<file path="src/rtl/bsap_defines.svh">
`ifndef BSAP_DEFINES_SVH
`define BSAP_DEFINES_SVH

// Window of the bit-addressed space; each step of two selects the next bit.
`define BSAP_CRU_BASE 12'h800
`define BSAP_CRU_LAST 12'h83e

// Input bit positions.
`define BSAP_BIT_RBUF_LAST 5'h07
`define BSAP_BIT_RX_ERR 5'h09
`define BSAP_BIT_RX_PERR 5'h0a
`define BSAP_BIT_RX_OERR 5'h0b
`define BSAP_BIT_RX_FERR 5'h0c
`define BSAP_BIT_RX_FIRST 5'h0d
`define BSAP_BIT_RX_START 5'h0e
`define BSAP_BIT_RX_LINE 5'h0f
`define BSAP_BIT_RX_INT 5'h10
`define BSAP_BIT_TX_INT 5'h11

// Output bit positions.
`define BSAP_BIT_LOW_LAST 5'h0a
`define BSAP_BIT_LD_XRATE 5'h0b
`define BSAP_BIT_LD_RRATE 5'h0c
`define BSAP_BIT_LD_INTV 5'h0d
`define BSAP_BIT_LD_CTRL 5'h0e
`define BSAP_BIT_TEST 5'h0f
`define BSAP_BIT_RTS 5'h10
`define BSAP_BIT_BREAK 5'h11
`define BSAP_BIT_RX_CLEAR 5'h12
`define BSAP_BIT_SW_RESET 5'h1f

// Final bit of each loadable register.
`define BSAP_LAST_CTRL 5'h07
`define BSAP_LAST_INTV 5'h07
`define BSAP_LAST_RATE 5'h0a
`define BSAP_LAST_XBUF 5'h07

// Control register fields.
`define BSAP_CTRL_LEN_LSB 0
`define BSAP_CTRL_ODD 4
`define BSAP_CTRL_PAR_EN 5

// Reset values.
`define BSAP_CTRL_RST 8'h03
`define BSAP_INTV_RST 8'h00
`define BSAP_RATE_RST 11'h010

`endif

</file>
<file path="src/rtl/bsap_pkg.sv">
package bsap_pkg;

  typedef enum logic [4:0] {
    BSAP_SER_IDLE = 5'h01,
    BSAP_SER_START = 5'h02,
    BSAP_SER_DATA = 5'h04,
    BSAP_SER_PAR = 5'h08,
    BSAP_SER_STOP = 5'h10
  } bsap_ser_state_e;

  typedef struct packed {
    bsap_ser_state_e st;
    logic [10:0] cnt;
    logic [2:0] nbit;
    logic [7:0] shreg;
    logic par;
    logic done;
    logic start_det;
    logic first_det;
    logic perr;
    logic ferr;
  } bsap_rx_s;

  typedef struct packed {
    logic rx_meta;
    logic rx_sync;
    logic [3:0] ld_flags;
    logic test;
    logic rts;
    logic brk;
    logic [7:0] ctrl;
    logic [7:0] intv;
    logic [10:0] rrate;
    logic [10:0] xrate;
    logic [7:0] xbuf;
    logic xfull;
    logic [7:0] rbuf;
    logic rfull;
    logic perr;
    logic oerr;
    logic ferr;
    bsap_ser_state_e tst;
    logic [10:0] tcnt;
    logic [2:0] tbit;
    logic [7:0] tsh;
    logic tpar;
    logic txd;
    logic tx_line;
    logic rdata;
  } bsap_top_s;

endpackage : bsap_pkg

</file>
<file path="src/rtl/bsap_rx.sv">
`timescale 1ns/1ps
`default_nettype none
`include "bsap_defines.svh"

module bsap_rx (
  // Clock and reset.
  input wire logic i_clk_sys,
  input wire logic i_resetn,
  // Line and format.
  input wire logic i_line,
  input wire logic [10:0] i_rate,
  input wire logic [2:0] i_len_m1,
  input wire logic i_par_en,
  input wire logic i_odd,
  // Results.
  output logic [7:0] o_char,
  output logic o_done,
  output logic o_start_det,
  output logic o_first_det,
  output logic o_perr,
  output logic o_ferr
);
  import bsap_pkg::*;

  bsap_rx_s s;
  bsap_rx_s next_s;

  always_comb begin
    next_s = s;
    next_s.done = 1'b0;
    if (s.st != BSAP_SER_IDLE && s.cnt != 11'h000) begin
      next_s.cnt = s.cnt - 11'h001;
    end else begin
      case (s.st)
        BSAP_SER_IDLE: begin
          if (!i_line) begin
            next_s.st = BSAP_SER_START;
            next_s.cnt = i_rate >> 1;
            next_s.start_det = 1'b1;
            next_s.first_det = 1'b0;
          end
        end
        BSAP_SER_START: begin
          // A start bit gone by mid-bit is a glitch and is dropped.
          if (!i_line) begin
            next_s.st = BSAP_SER_DATA;
            next_s.cnt = i_rate - 11'h001;
            next_s.nbit = 3'h0;
            next_s.par = 1'b0;
          end else begin
            next_s.st = BSAP_SER_IDLE;
            next_s.start_det = 1'b0;
          end
        end
        BSAP_SER_DATA: begin
          next_s.shreg = {i_line, s.shreg[7:1]};
          next_s.par = s.par ^ i_line;
          next_s.first_det = 1'b1;
          next_s.cnt = i_rate - 11'h001;
          next_s.nbit = s.nbit + 3'h1;
          if (s.nbit == i_len_m1) begin
            next_s.st = i_par_en ? BSAP_SER_PAR : BSAP_SER_STOP;
          end
        end
        BSAP_SER_PAR: begin
          next_s.perr = s.par ^ i_line ^ i_odd;
          next_s.cnt = i_rate - 11'h001;
          next_s.st = BSAP_SER_STOP;
        end
        BSAP_SER_STOP: begin
          next_s.ferr = !i_line;
          next_s.done = 1'b1;
          next_s.shreg = s.shreg >> (3'h7 - i_len_m1);
          next_s.start_det = 1'b0;
          next_s.first_det = 1'b0;
          next_s.st = BSAP_SER_IDLE;
        end
        default: begin
          next_s.st = BSAP_SER_IDLE;
        end
      endcase
      if (s.st == BSAP_SER_IDLE || s.st == BSAP_SER_START) begin
        next_s.perr = 1'b0;
        next_s.ferr = 1'b0;
      end
    end
  end

  always_ff @(posedge i_clk_sys or negedge i_resetn) begin
    if (!i_resetn) begin
      s <= '{st: BSAP_SER_IDLE, default: '0};
    end else begin
      s <= next_s;
    end
  end

  assign o_char = s.shreg;
  assign o_done = s.done;
  assign o_start_det = s.start_det;
  assign o_first_det = s.first_det;
  assign o_perr = s.perr;
  assign o_ferr = s.ferr;

endmodule : bsap_rx

`default_nettype wire

</file>
<file path="src/rtl/bsap_port.sv">
// Summary of operation
// RULE1 - Answer bit addresses 800 to 83E, one bit per step of two.
// RULE2 - Hold received characters; read them as bits 0 to 7.
// RULE3 - Serialise processor characters with timing and request-to-send handshake.
// RULE4 - Low-bit writes go to control, interval, rates or transmit buffer.
// RULE5 - Output bits 11 to 14 are load flags: tx rate, rx rate, interval, control.
// RULE6 - Bit 15 test mode, bit 16 request-to-send, bit 17 forces break.
// RULE7 - Input bits 9 to 17 report errors, detects, line and interrupts.
// RULE8 - Highest flagged register loads first; its flag clears on its final bit.
`timescale 1ns/1ps
`default_nettype none
`include "bsap_defines.svh"

module bsap_port (
  // Clock and reset.
  input wire logic i_clk_sys,
  input wire logic i_resetn,
  // Bit-serial I/O space.
  input wire logic [11:0] i_cru_addr,
  input wire logic i_cru_wr,
  input wire logic i_cru_wdata,
  output logic o_cru_rdata,
  // Terminal link.
  input wire logic i_rx_line,
  output logic o_tx_line,
  output logic o_rts
);
  import bsap_pkg::*;

  bsap_top_s s;
  bsap_top_s next_s;
  logic [7:0] rx_char;
  logic rx_done;
  logic rx_start_det;
  logic rx_first_det;
  logic rx_perr;
  logic rx_ferr;
  logic rx_line;
  logic in_window;
  logic [4:0] bit_sel;
  logic [31:0] rd_bits;
  logic [2:0] len_m1;

  function automatic bsap_top_s reset_state();
    bsap_top_s r;
    r = '{tst: BSAP_SER_IDLE, default: '0};
    r.ctrl = `BSAP_CTRL_RST;
    r.intv = `BSAP_INTV_RST;
    r.rrate = `BSAP_RATE_RST;
    r.xrate = `BSAP_RATE_RST;
    r.txd = 1'b1;
    r.tx_line = 1'b1;
    r.rx_meta = 1'b1;
    r.rx_sync = 1'b1;
    return r;
  endfunction : reset_state

  // In test mode the transmitter feeds the receiver and the pin is ignored.
  assign rx_line = s.test ? s.txd : s.rx_sync; // RULE6
  assign len_m1 = 3'h4 + {1'b0, s.ctrl[`BSAP_CTRL_LEN_LSB +: 2]};
  assign in_window = (i_cru_addr >= `BSAP_CRU_BASE) && (i_cru_addr <= `BSAP_CRU_LAST); // RULE1
  assign bit_sel = i_cru_addr[5:1]; // RULE1

  bsap_rx u_rx (
    .i_clk_sys(i_clk_sys),
    .i_resetn(i_resetn),
    .i_line(rx_line),
    .i_rate(s.rrate),
    .i_len_m1(len_m1),
    .i_par_en(s.ctrl[`BSAP_CTRL_PAR_EN]),
    .i_odd(s.ctrl[`BSAP_CTRL_ODD]),
    .o_char(rx_char),
    .o_done(rx_done),
    .o_start_det(rx_start_det),
    .o_first_det(rx_first_det),
    .o_perr(rx_perr),
    .o_ferr(rx_ferr)
  );

  always_comb begin
    rd_bits = 32'h0000_0000;
    rd_bits[`BSAP_BIT_RBUF_LAST:0] = s.rbuf; // RULE2
    rd_bits[`BSAP_BIT_RX_ERR] = s.perr | s.oerr | s.ferr; // RULE7
    rd_bits[`BSAP_BIT_RX_PERR] = s.perr; // RULE7
    rd_bits[`BSAP_BIT_RX_OERR] = s.oerr; // RULE7
    rd_bits[`BSAP_BIT_RX_FERR] = s.ferr; // RULE7
    rd_bits[`BSAP_BIT_RX_FIRST] = rx_first_det; // RULE7
    rd_bits[`BSAP_BIT_RX_START] = rx_start_det; // RULE7
    rd_bits[`BSAP_BIT_RX_LINE] = rx_line; // RULE7
    rd_bits[`BSAP_BIT_RX_INT] = s.rfull; // RULE7
    rd_bits[`BSAP_BIT_TX_INT] = !s.xfull; // RULE7
  end

  always_comb begin
    next_s = s;
    next_s.rx_meta = i_rx_line;
    next_s.rx_sync = s.rx_meta;
    next_s.rdata = in_window ? rd_bits[bit_sel] : 1'b0; // RULE1

    // Transmitter; the counter runs down one bit time per serial bit.
    if (s.tst != BSAP_SER_IDLE && s.tcnt != 11'h000) begin
      next_s.tcnt = s.tcnt - 11'h001;
    end else begin
      case (s.tst)
        BSAP_SER_IDLE: begin
          if (s.xfull) begin
            next_s.tst = BSAP_SER_START; // RULE3
            next_s.tsh = s.xbuf;
            next_s.xfull = 1'b0;
            next_s.txd = 1'b0;
            next_s.tcnt = s.xrate - 11'h001;
            next_s.tbit = 3'h0;
            next_s.tpar = 1'b0;
          end
        end
        BSAP_SER_START, BSAP_SER_DATA: begin
          if (s.tst == BSAP_SER_DATA && s.tbit == len_m1) begin
            next_s.tst = s.ctrl[`BSAP_CTRL_PAR_EN] ? BSAP_SER_PAR : BSAP_SER_STOP;
            next_s.txd = s.ctrl[`BSAP_CTRL_PAR_EN] ? (s.tpar ^ s.ctrl[`BSAP_CTRL_ODD]) : 1'b1;
          end else begin
            next_s.tst = BSAP_SER_DATA; // RULE3
            next_s.txd = s.tsh[0];
            next_s.tpar = s.tpar ^ s.tsh[0];
            next_s.tsh = s.tsh >> 1;
            next_s.tbit = (s.tst == BSAP_SER_START) ? 3'h0 : s.tbit + 3'h1;
          end
          next_s.tcnt = s.xrate - 11'h001;
        end
        BSAP_SER_PAR: begin
          next_s.tst = BSAP_SER_STOP;
          next_s.txd = 1'b1;
          next_s.tcnt = s.xrate - 11'h001;
        end
        BSAP_SER_STOP: begin
          next_s.tst = BSAP_SER_IDLE;
        end
        default: begin
          next_s.tst = BSAP_SER_IDLE;
          next_s.txd = 1'b1;
        end
      endcase
    end

    // Processor writes; software clears come before hardware sets below.
    if (i_cru_wr && in_window) begin // RULE1
      if (bit_sel <= `BSAP_BIT_LOW_LAST) begin
        if (s.ld_flags[3]) begin // RULE4 RULE8
          if (bit_sel <= `BSAP_LAST_CTRL) begin
            next_s.ctrl[bit_sel[2:0]] = i_cru_wdata;
          end
          if (bit_sel == `BSAP_LAST_CTRL) begin
            next_s.ld_flags[3] = 1'b0; // RULE8
          end
        end else if (s.ld_flags[2]) begin // RULE4 RULE8
          if (bit_sel <= `BSAP_LAST_INTV) begin
            next_s.intv[bit_sel[2:0]] = i_cru_wdata;
          end
          if (bit_sel == `BSAP_LAST_INTV) begin
            next_s.ld_flags[2] = 1'b0; // RULE8
          end
        end else if (s.ld_flags[1]) begin // RULE4 RULE8
          next_s.rrate[bit_sel[3:0]] = i_cru_wdata;
          if (bit_sel == `BSAP_LAST_RATE) begin
            next_s.ld_flags[1] = 1'b0; // RULE8
          end
        end else if (s.ld_flags[0]) begin // RULE4 RULE8
          next_s.xrate[bit_sel[3:0]] = i_cru_wdata;
          if (bit_sel == `BSAP_LAST_RATE) begin
            next_s.ld_flags[0] = 1'b0; // RULE8
          end
        end else begin
          if (bit_sel <= `BSAP_LAST_XBUF) begin
            next_s.xbuf[bit_sel[2:0]] = i_cru_wdata; // RULE4
          end
          if (bit_sel == `BSAP_LAST_XBUF) begin
            next_s.xfull = 1'b1; // RULE3
          end
        end
      end else if (bit_sel <= `BSAP_BIT_LD_CTRL) begin
        next_s.ld_flags[bit_sel[1:0] - 2'h3] = i_cru_wdata; // RULE5
      end else if (bit_sel == `BSAP_BIT_TEST) begin
        next_s.test = i_cru_wdata; // RULE6
      end else if (bit_sel == `BSAP_BIT_RTS) begin
        next_s.rts = i_cru_wdata; // RULE6
      end else if (bit_sel == `BSAP_BIT_BREAK) begin
        next_s.brk = i_cru_wdata; // RULE6
      end else if (bit_sel == `BSAP_BIT_RX_CLEAR) begin
        next_s.rfull = 1'b0;
        next_s.perr = 1'b0;
        next_s.oerr = 1'b0;
        next_s.ferr = 1'b0;
      end
    end

    // A character arriving with the clear still wins.
    if (rx_done) begin
      next_s.rbuf = rx_char; // RULE2
      next_s.rfull = 1'b1; // RULE2
      next_s.oerr = s.rfull; // RULE7
      next_s.perr = rx_perr; // RULE7
      next_s.ferr = rx_ferr; // RULE7
    end

    if (i_cru_wr && in_window && bit_sel == `BSAP_BIT_SW_RESET && i_cru_wdata) begin
      next_s = reset_state();
    end

    next_s.tx_line = next_s.brk ? 1'b0 : next_s.txd; // RULE6
  end

  always_ff @(posedge i_clk_sys or negedge i_resetn) begin
    if (!i_resetn) begin
      s <= reset_state();
    end else begin
      s <= next_s;
    end
  end

  assign o_cru_rdata = s.rdata;
  assign o_tx_line = s.tx_line;
  assign o_rts = s.rts; // RULE3

endmodule : bsap_port

`default_nettype wire

</file>
<file path="config.mk">
export PLATFORM = sky130hd
export DESIGN_NAME = bsap_port
export DESIGN_NICKNAME = d
export VERILOG_FILES = /design/src/rtl/bsap_pkg.sv /design/src/rtl/bsap_rx.sv /design/src/rtl/bsap_port.sv
export VERILOG_INCLUDE_DIRS = /design/src /design/src/rtl
export SDC_FILE = /design/constraint.sdc
export NUM_CORES = 1
export LEC_CHECK = 0
export ABC_CLOCK_PERIOD_IN_PS = 2500
export BUFFER_PORTS_ARGS = -buffer_cell sky130_fd_sc_hd__buf_2
export CORE_ASPECT_RATIO = 0.75
export CORE_MARGIN = 4
export CORE_UTILIZATION = 63
export CTS_CLUSTER_SIZE = 40
export DETAILED_ROUTE_END_ITERATION = 16
export PLACE_DENSITY = 0.9
export SYNTH_ARGS = -nofsm -noshare
export SYNTH_HDL_FRONTEND = slang
export SYNTH_SLANG_ARGS = --single-unit
export TNS_END_PERCENT = 5
</file>
<file path="constraint.sdc">
create_clock -name i_clk_sys -period 2.5 [get_ports i_clk_sys]
set_clock_uncertainty 0.2 [all_clocks]
set_input_delay 0.375 -clock i_clk_sys [delete_from_list [all_inputs] [get_ports i_clk_sys]]
set_output_delay 0.375 -clock i_clk_sys [all_outputs]
set_load 0.03 [all_outputs]
</file>
==> metrics.txt, run 1 <==
ys flop type=dfrtp_1; worst min path class=in -> reg; Yosys cell types=84; Synth area leader=dfrtp_1; metal2 WL=9.12 mm; RSZ-0062 raised after global routing=true; Buffers on Ports=19; VDD IR-drop max=543 uV; Detail Route Antenna Nets=0; # rows=33; DP Worst Slack=-0.141 ns; CTS max path bufs=2; DR WL met3=2.64 mm; HPWL Detailed=14.7 mm; CP max FO=3; status=completed; Worst-Skew Late Latency=0.42 ns; Critical Path AT=2.51 ns; critical path data required time=2.57 ns; vias in the first global route=6,811; Top Metal Used=met4; number of nets in the layout=934; Setup Fix Bufs, Post-CTS=0; drt total wl=21.2 mm; Iteration-0 DRC Markers=1,135; Placement Cell Area=7950 sq um; Max-Slew Margin vs Limit=51.5%; Metal-1 WL=8.94 mm; fmax=410 MHz; Ports=20; share of layout cells above drive strength 1=17.3%; number of inserted diodes=0; syn avg cell area=8.59 sq um; EDFF count, synth=0; Crit Path Category=reg -> reg; Worst Max-Slew Pin Slew=0.707 ns; Area Growth Syn to Fin=16.0%; RD Place Congestion=1.05; CTS tree=yes; MaxCap Viol Count=0; DR WL/cell=19.6 um; Syn Nets=882; initial antenna violation count=0; TNS Setup=0 ns; most frequent cells in the layout=107 x dfrtp_1, 101 x nand2_1, 90 x nor2_1; clk sinks=120; # H-tree levels=4; CTS root buffer=clkbuf_16; Lkg Pwr=3.55 nW; most common cell after layout, fill and taps aside=dfrtp_1; pin count of the biggest net entering global routing=40; die area=13,500 sq um; Clock Pin Slew Worst Setup and Hold Paths=0.06 ns; Final WS setup=0.0592 ns; GRT overflow=0; synth top area cells=dfrtp_1 37%, o21ai_0 5.2%, nand2_1 5.1%; CP Launch Type=flip-flop; CP Capture Type=flip-flop; async set-reset flop share out of synthesis=100%; drt drc=0; Via Count=7,237; Seq/Total Area, Yosys=40.9%; Setup Viol. Count Final=0; Min Clock Period, post-route=2.44 ns; gr usage total=32.6%; Yosys top cell area share=37.3%; first drt pass iteration count=7; Hold Vio Cnt, Final=0; YS warnings=0; vias per cell=6.70; max-slew violations=0; pwr/cell area=670 nW/um^2; Cells after Synth=859; post-synthesis register bit count=120; period utilisation layout=97.6%; post-route cell area=8550 sq um; Mapped Area=7370 sq um; fin util=76.4%; WHS=0.0246 ns; die width=133 um; Core ar.=11,200 sq um; CTS Buf Count=17; global-route wire length before repair=35.0 mm; Initial Utilization=65.9%; die height=102 um
-- worst paths after layout --
| kind | from | to | slack [ns] | cells after the start |
|---|---|---|---|---|
| worst max register to register | s[92] | o_cru_rdata | 0.06 | 5 |
| worst min-delay path | i_cru_addr[7] | o_cru_rdata | 0.02 | 4 |
| worst max-delay path | s[92] | o_cru_rdata | 0.06 | 5 |
| max in group asynchronous | i_resetn | s[67] | 1.11 | 3 |
| worst min register to register | s[98] | s[97] | 0.29 | 1 |
| min in group asynchronous | i_resetn | u_rx.s[20] | 0.28 | 2 |
-- synthesized netlist by cell type (4+ instances only) --
library cell,number
nor3b_1,4
nor2b_1,5
a31oi_1,10
and2_1,5
and3_1,9
buf_1,4
mux2i_1,25
a21o_1,10
clkbuf_1,24
o41ai_1,6
xor2_1,16
o32ai_1,4
a32oi_1,7
o31ai_1,10
a22oi_1,7
mux2_2,5
buf_2,20
nor2_1,90
a22o_1,6
buf_4,4
nand2b_1,5
or3_1,9
o21ai_0,77
o22ai_1,10
ha_1,6
xnor2_1,14
nor3_1,34
dfstp_2,10
a211oi_1,6
o211ai_1,8
nand3_1,48
nand2_1,101
o21ai_1,4
nor4_1,6
inv_1,16
nand4_1,5
dfrtp_1,110
a21oi_1,55
-- worst max-delay path, stage by stage, from the launching register on --
cell and delay [ns]:
dfrtp_1 0.40, mux2_2 0.37, mux4_2 0.48, a2111oi_1 0.58, buf_4 0.20, a2111oi_0 0.06
-- registers in the layout, summed over array words and instances (netlist names) --
name              count
o_cru_rdata           1
o_rts                 1
o_tx_line             1
rd_bits              12
s                    72
u_rx.o_char           8
u_rx.o_done           1
u_rx.o_ferr           1
u_rx.o_first_det      1
u_rx.o_perr           1
u_rx.o_start_det      1
u_rx.s               20
-- cell families (layout without fill, tap and decap cells) --
family	Yosys count	in the layout	synth area share, %
and+or+nand+nor	351	351	23.6
AOI/OAI and AO/OA	248	248	21.6
DFF	120	120	40.9
buffers and inverters	71	135	4.28
muxes	33	33	5.07
xor gates and xnor gates	30	30	3.56
adders and majority gates	6	6	1.02
-- where the power goes --
| group | total (mW) | switching [mW] | internal, mW |
|---|---|---|---|
| Sequential | 2.24 | 0.157 | 2.08 |
| Combinational | 1.12 | 0.649 | 0.469 |
| Clock | 2.37 | 0.898 | 1.47 |
-- stage by stage --
| stage | power (mW) | std cells |
|---|---|---|
| global route | 6.00 | 1080 |
| global placement | 3.32 | 1047 |
| floorplan | 3.01 | 859 |
| finish | 5.73 | 1080 |
| CTS | 5.72 | 1080 |
| detailed placement | 3.36 | 1047 |
-- area by class of cell --
cell class | count | area [sq um]
inverters | 17 | 63.8
repair buffers | 87 | 651
multi-input cells | 668 | 4050
fillers | 759 | 2640
well taps | 157 | 196
flip-flops and latches | 120 | 3020
clock inverters | 13 | 131
clock buffers | 18 | 439
-- per-layer routing --
metal	up-vias	global-route usage (%)
met4	0	10.9
met2	506	47.8
li1	3261	-
met1	3403	46.8
met5	-	0
met3	67	9.68
-- what timing repair did --
item                                    CTS  global route
gates resized for setup                   0             6
hold endpoints to repair                 32             0
endpoints found under the setup margin    0            29
hold buffers                              2             0
Power figures use the tool's default switching activity.
==> inputs of run 2 (changes only) <==
--- a/config.mk
+++ b/config.mk
@@ -6,7 +6,7 @@
 export SDC_FILE = /design/constraint.sdc
 export NUM_CORES = 1
 export LEC_CHECK = 0
-export ABC_CLOCK_PERIOD_IN_PS = 2500
+export ABC_CLOCK_PERIOD_IN_PS = 2750
 export BUFFER_PORTS_ARGS = -buffer_cell sky130_fd_sc_hd__buf_2
 export CORE_ASPECT_RATIO = 0.75
 export CORE_MARGIN = 4
==> constraint.sdc (replaced) <==
create_clock -name i_clk_sys -period 2.75 [get_ports i_clk_sys]
set_clock_uncertainty 0.2 [all_clocks]
set_input_delay 0.4125 -clock i_clk_sys [delete_from_list [all_inputs] [get_ports i_clk_sys]]
set_output_delay 0.4125 -clock i_clk_sys [all_outputs]
set_load 0.03 [all_outputs]
==> metrics.txt, run 2 (synthesis gave the netlist of run 1 again) <==
Via Count=6,986 (was 7,237); critical path data required time=2.91 ns (was 2.57 ns); die width=133 um (unchanged); GRT overflow=0 (unchanged); die area=13,500 sq um (unchanged); Tot Pwr=5.18 mW (was 5.73 mW); gr usage total=31.0% (was 32.6%); most common cell after layout, fill and taps aside=dfrtp_1 (unchanged); Iteration-0 DRC Markers=928 (was 1,135); Reg with most FFs=s (unchanged); drt drc=0 (unchanged); vias in the first global route=6,447 (was 6,811); CTS max path bufs=2 (unchanged); pin count of the biggest net entering global routing=121 (was 40); MaxCap Viol Count=0 (unchanged); Hold Vio Cnt, Final=0 (unchanged); Core ar.=11,200 sq um (unchanged); Internal Pwr Total=3.65 mW (was 4.03 mW); Lkg Pwr=3.43 nW (was 3.55 nW); Flop pwr share=39.5% (was 39.1%); share of layout cells above drive strength 1=14.2% (was 17.3%); DR WL/cell=19.4 um (was 19.6 um); status=completed (unchanged); fmax=385 MHz (was 410 MHz); CP Capture Type=flip-flop (unchanged); RSZ-0062 raised after global routing=false (was true); CTS root buffer=clkbuf_16 (unchanged); register area=3020 sq um (about the same); Max-Slew Margin vs Limit=56.7% (was 51.5%); first drt pass iteration count=7 (unchanged); Crit Path Category=reg -> reg (unchanged); clock share of power=42.1% (was 41.4%); Final WS setup=0.150 ns (was 0.0592 ns); number of inserted diodes=0 (unchanged); DP Worst Slack=0.202 ns (was -0.141 ns); # H-tree levels=4 (unchanged); area of the multi-input gates=4050 sq um (about the same); Worst Max-Slew Pin Slew=0.632 ns (was 0.707 ns); Sw Ratio=29.5% (was 29.7%); most frequent cells in the layout=110 x dfrtp_1, 101 x nand2_1, 90 x nor2_1 (was 107 x dfrtp_1, 101 x nand2_1, 90 x nor2_1); Clock Pin Slew Worst Setup and Hold Paths=0.05 ns (was 0.06 ns); number of nets in the layout=907 (was 934); Critical Path AT=2.76 ns (was 2.51 ns); CP Launch Type=flip-flop (unchanged); Worst-Skew Late Latency=0.42 ns (about the same); Comb power frac=18.4% (was 19.5%); RD Place Congestion=1.05 (about the same); Ports=20 (unchanged); CP max FO=17 (was 3); Psw=1.53 mW (was 1.70 mW); HPWL Detailed=13.6 mm (was 14.7 mm); worst min path class=in -> reg (unchanged); pwr/cell area=622 nW/um^2 (was 670 nW/um^2); Setup Viol. Count Final=0 (unchanged); fillers=787 (was 759); post-route cell area=8330 sq um (was 8550 sq um); max-slew violations=0 (unchanged); TNS Setup=0 ns (unchanged); Largest register FFs=72 (unchanged); Area Growth Syn to Fin=13.0% (was 16.0%); WHS=0.0670 ns (was 0.0246 ns); initial antenna violation count=0 (unchanged); vias per cell=6.64 (was 6.70); CTS tree=yes (unchanged); global-route wire length before repair=33.4 mm (was 35.0 mm); drt total wl=20.4 mm (was 21.2 mm); clk sinks=120 (unchanged); Min Clock Period, post-route=2.60 ns (was 2.44 ns); VDD IR-drop max=436 uV (was 543 uV); period utilisation layout=94.6% (was 97.6%); CTS Buf Count=17 (unchanged); Detail Route Antenna Nets=0 (unchanged); die height=102 um (unchanged); # rows=33 (unchanged); Setup Fix Bufs, Post-CTS=0 (unchanged); Placement Cell Area=7740 sq um (was 7950 sq um); Initial Utilization=65.9% (unchanged); Buffers on Ports=19 (unchanged)
==> run 2: changes by cell type in the layout (fill, tap and decap cells not counted), sizes merged <==
cell      change
clkinv        -1
clkbuf        +3
buf          -27
clkinvlp      -3
==> run 2: through the flow <==
stage	instances	utilization, %
3_3_place_gp	1020	69.1
2_1_floorplan	859	-
5_1_grt	1052	74.5
6_report	1052	74.5
4_1_cts	1052	74.4
3_5_place_dp	1020	69.1
==> run 2: path summary, 6_finish.rpt <==
| kind | from | cells past startpoint | slack [ns] | to |
|---|---|---|---|---|
| max | u_rx.s[17] | 10 | 0.15 | u_rx.s[23] |
| min | i_cru_addr[7] | 4 | 0.07 | o_cru_rdata |
| max reg2reg | u_rx.s[17] | 10 | 0.15 | u_rx.s[23] |
| min reg2reg | u_rx.o_char[0] | 2 | 0.29 | u_rx.o_char[0] |
| max in group asynchronous | i_resetn | 3 | 1.44 | s[53] |
| min in group asynchronous | i_resetn | 3 | 0.42 | u_rx.s[20] |
==> run 2: power groups by stage <==
stage | registers, mW | logic, mW | clock network (mW)
after floorplan | 2.03 | 0.705 | 0
after detailed placement | 2.06 | 0.916 | 0
after CTS | 2.04 | 0.937 | 2.20
after global routing | 2.06 | 1.05 | 2.28
final | 2.04 | 0.954 | 2.18
after global placement | 2.06 | 0.889 | 0
==> run 2: worst max-delay path, cell delays in order (launching register included) <==
cell	delay, ns
dfrtp_1	0.40
inv_1	0.06
ha_1	0.19
nor3b_2	0.26
and4b_1	0.28
buf_4	0.18
or2_1	0.22
buf_4	0.26
o21ai_0	0.16
o32ai_1	0.16
a22o_1	0.17
==> run 2: layout make-up <==
| class | instances | area share, % |
|---|---|---|
| repair buffers | 60 | 5.23 |
| multi-input cells | 668 | 48.6 |
| flip-flops and latches | 120 | 36.2 |
| clock inverters | 9 | 1.20 |
| clock buffers | 21 | 5.65 |
| inverters | 17 | 0.766 |
| well taps | 157 | 2.36 |
==> run 2: timing repair <==
| action | in CTS | in global routing |
|---|---|---|
| endpoints found under the hold margin | 111 | 0 |
| gates resized for setup | 0 | 1 |
| hold buffers | 2 | 0 |
| setup endpoints to repair | 0 | 2 |
==> run 2: layer usage <==
layer / global-route usage, % / wire [um]
met5: 2.78 / 54
met4: 11.5 / 665
met3: 9.78 / 2380
met2: 43.1 / 8380
met1: 45.3 / 8960
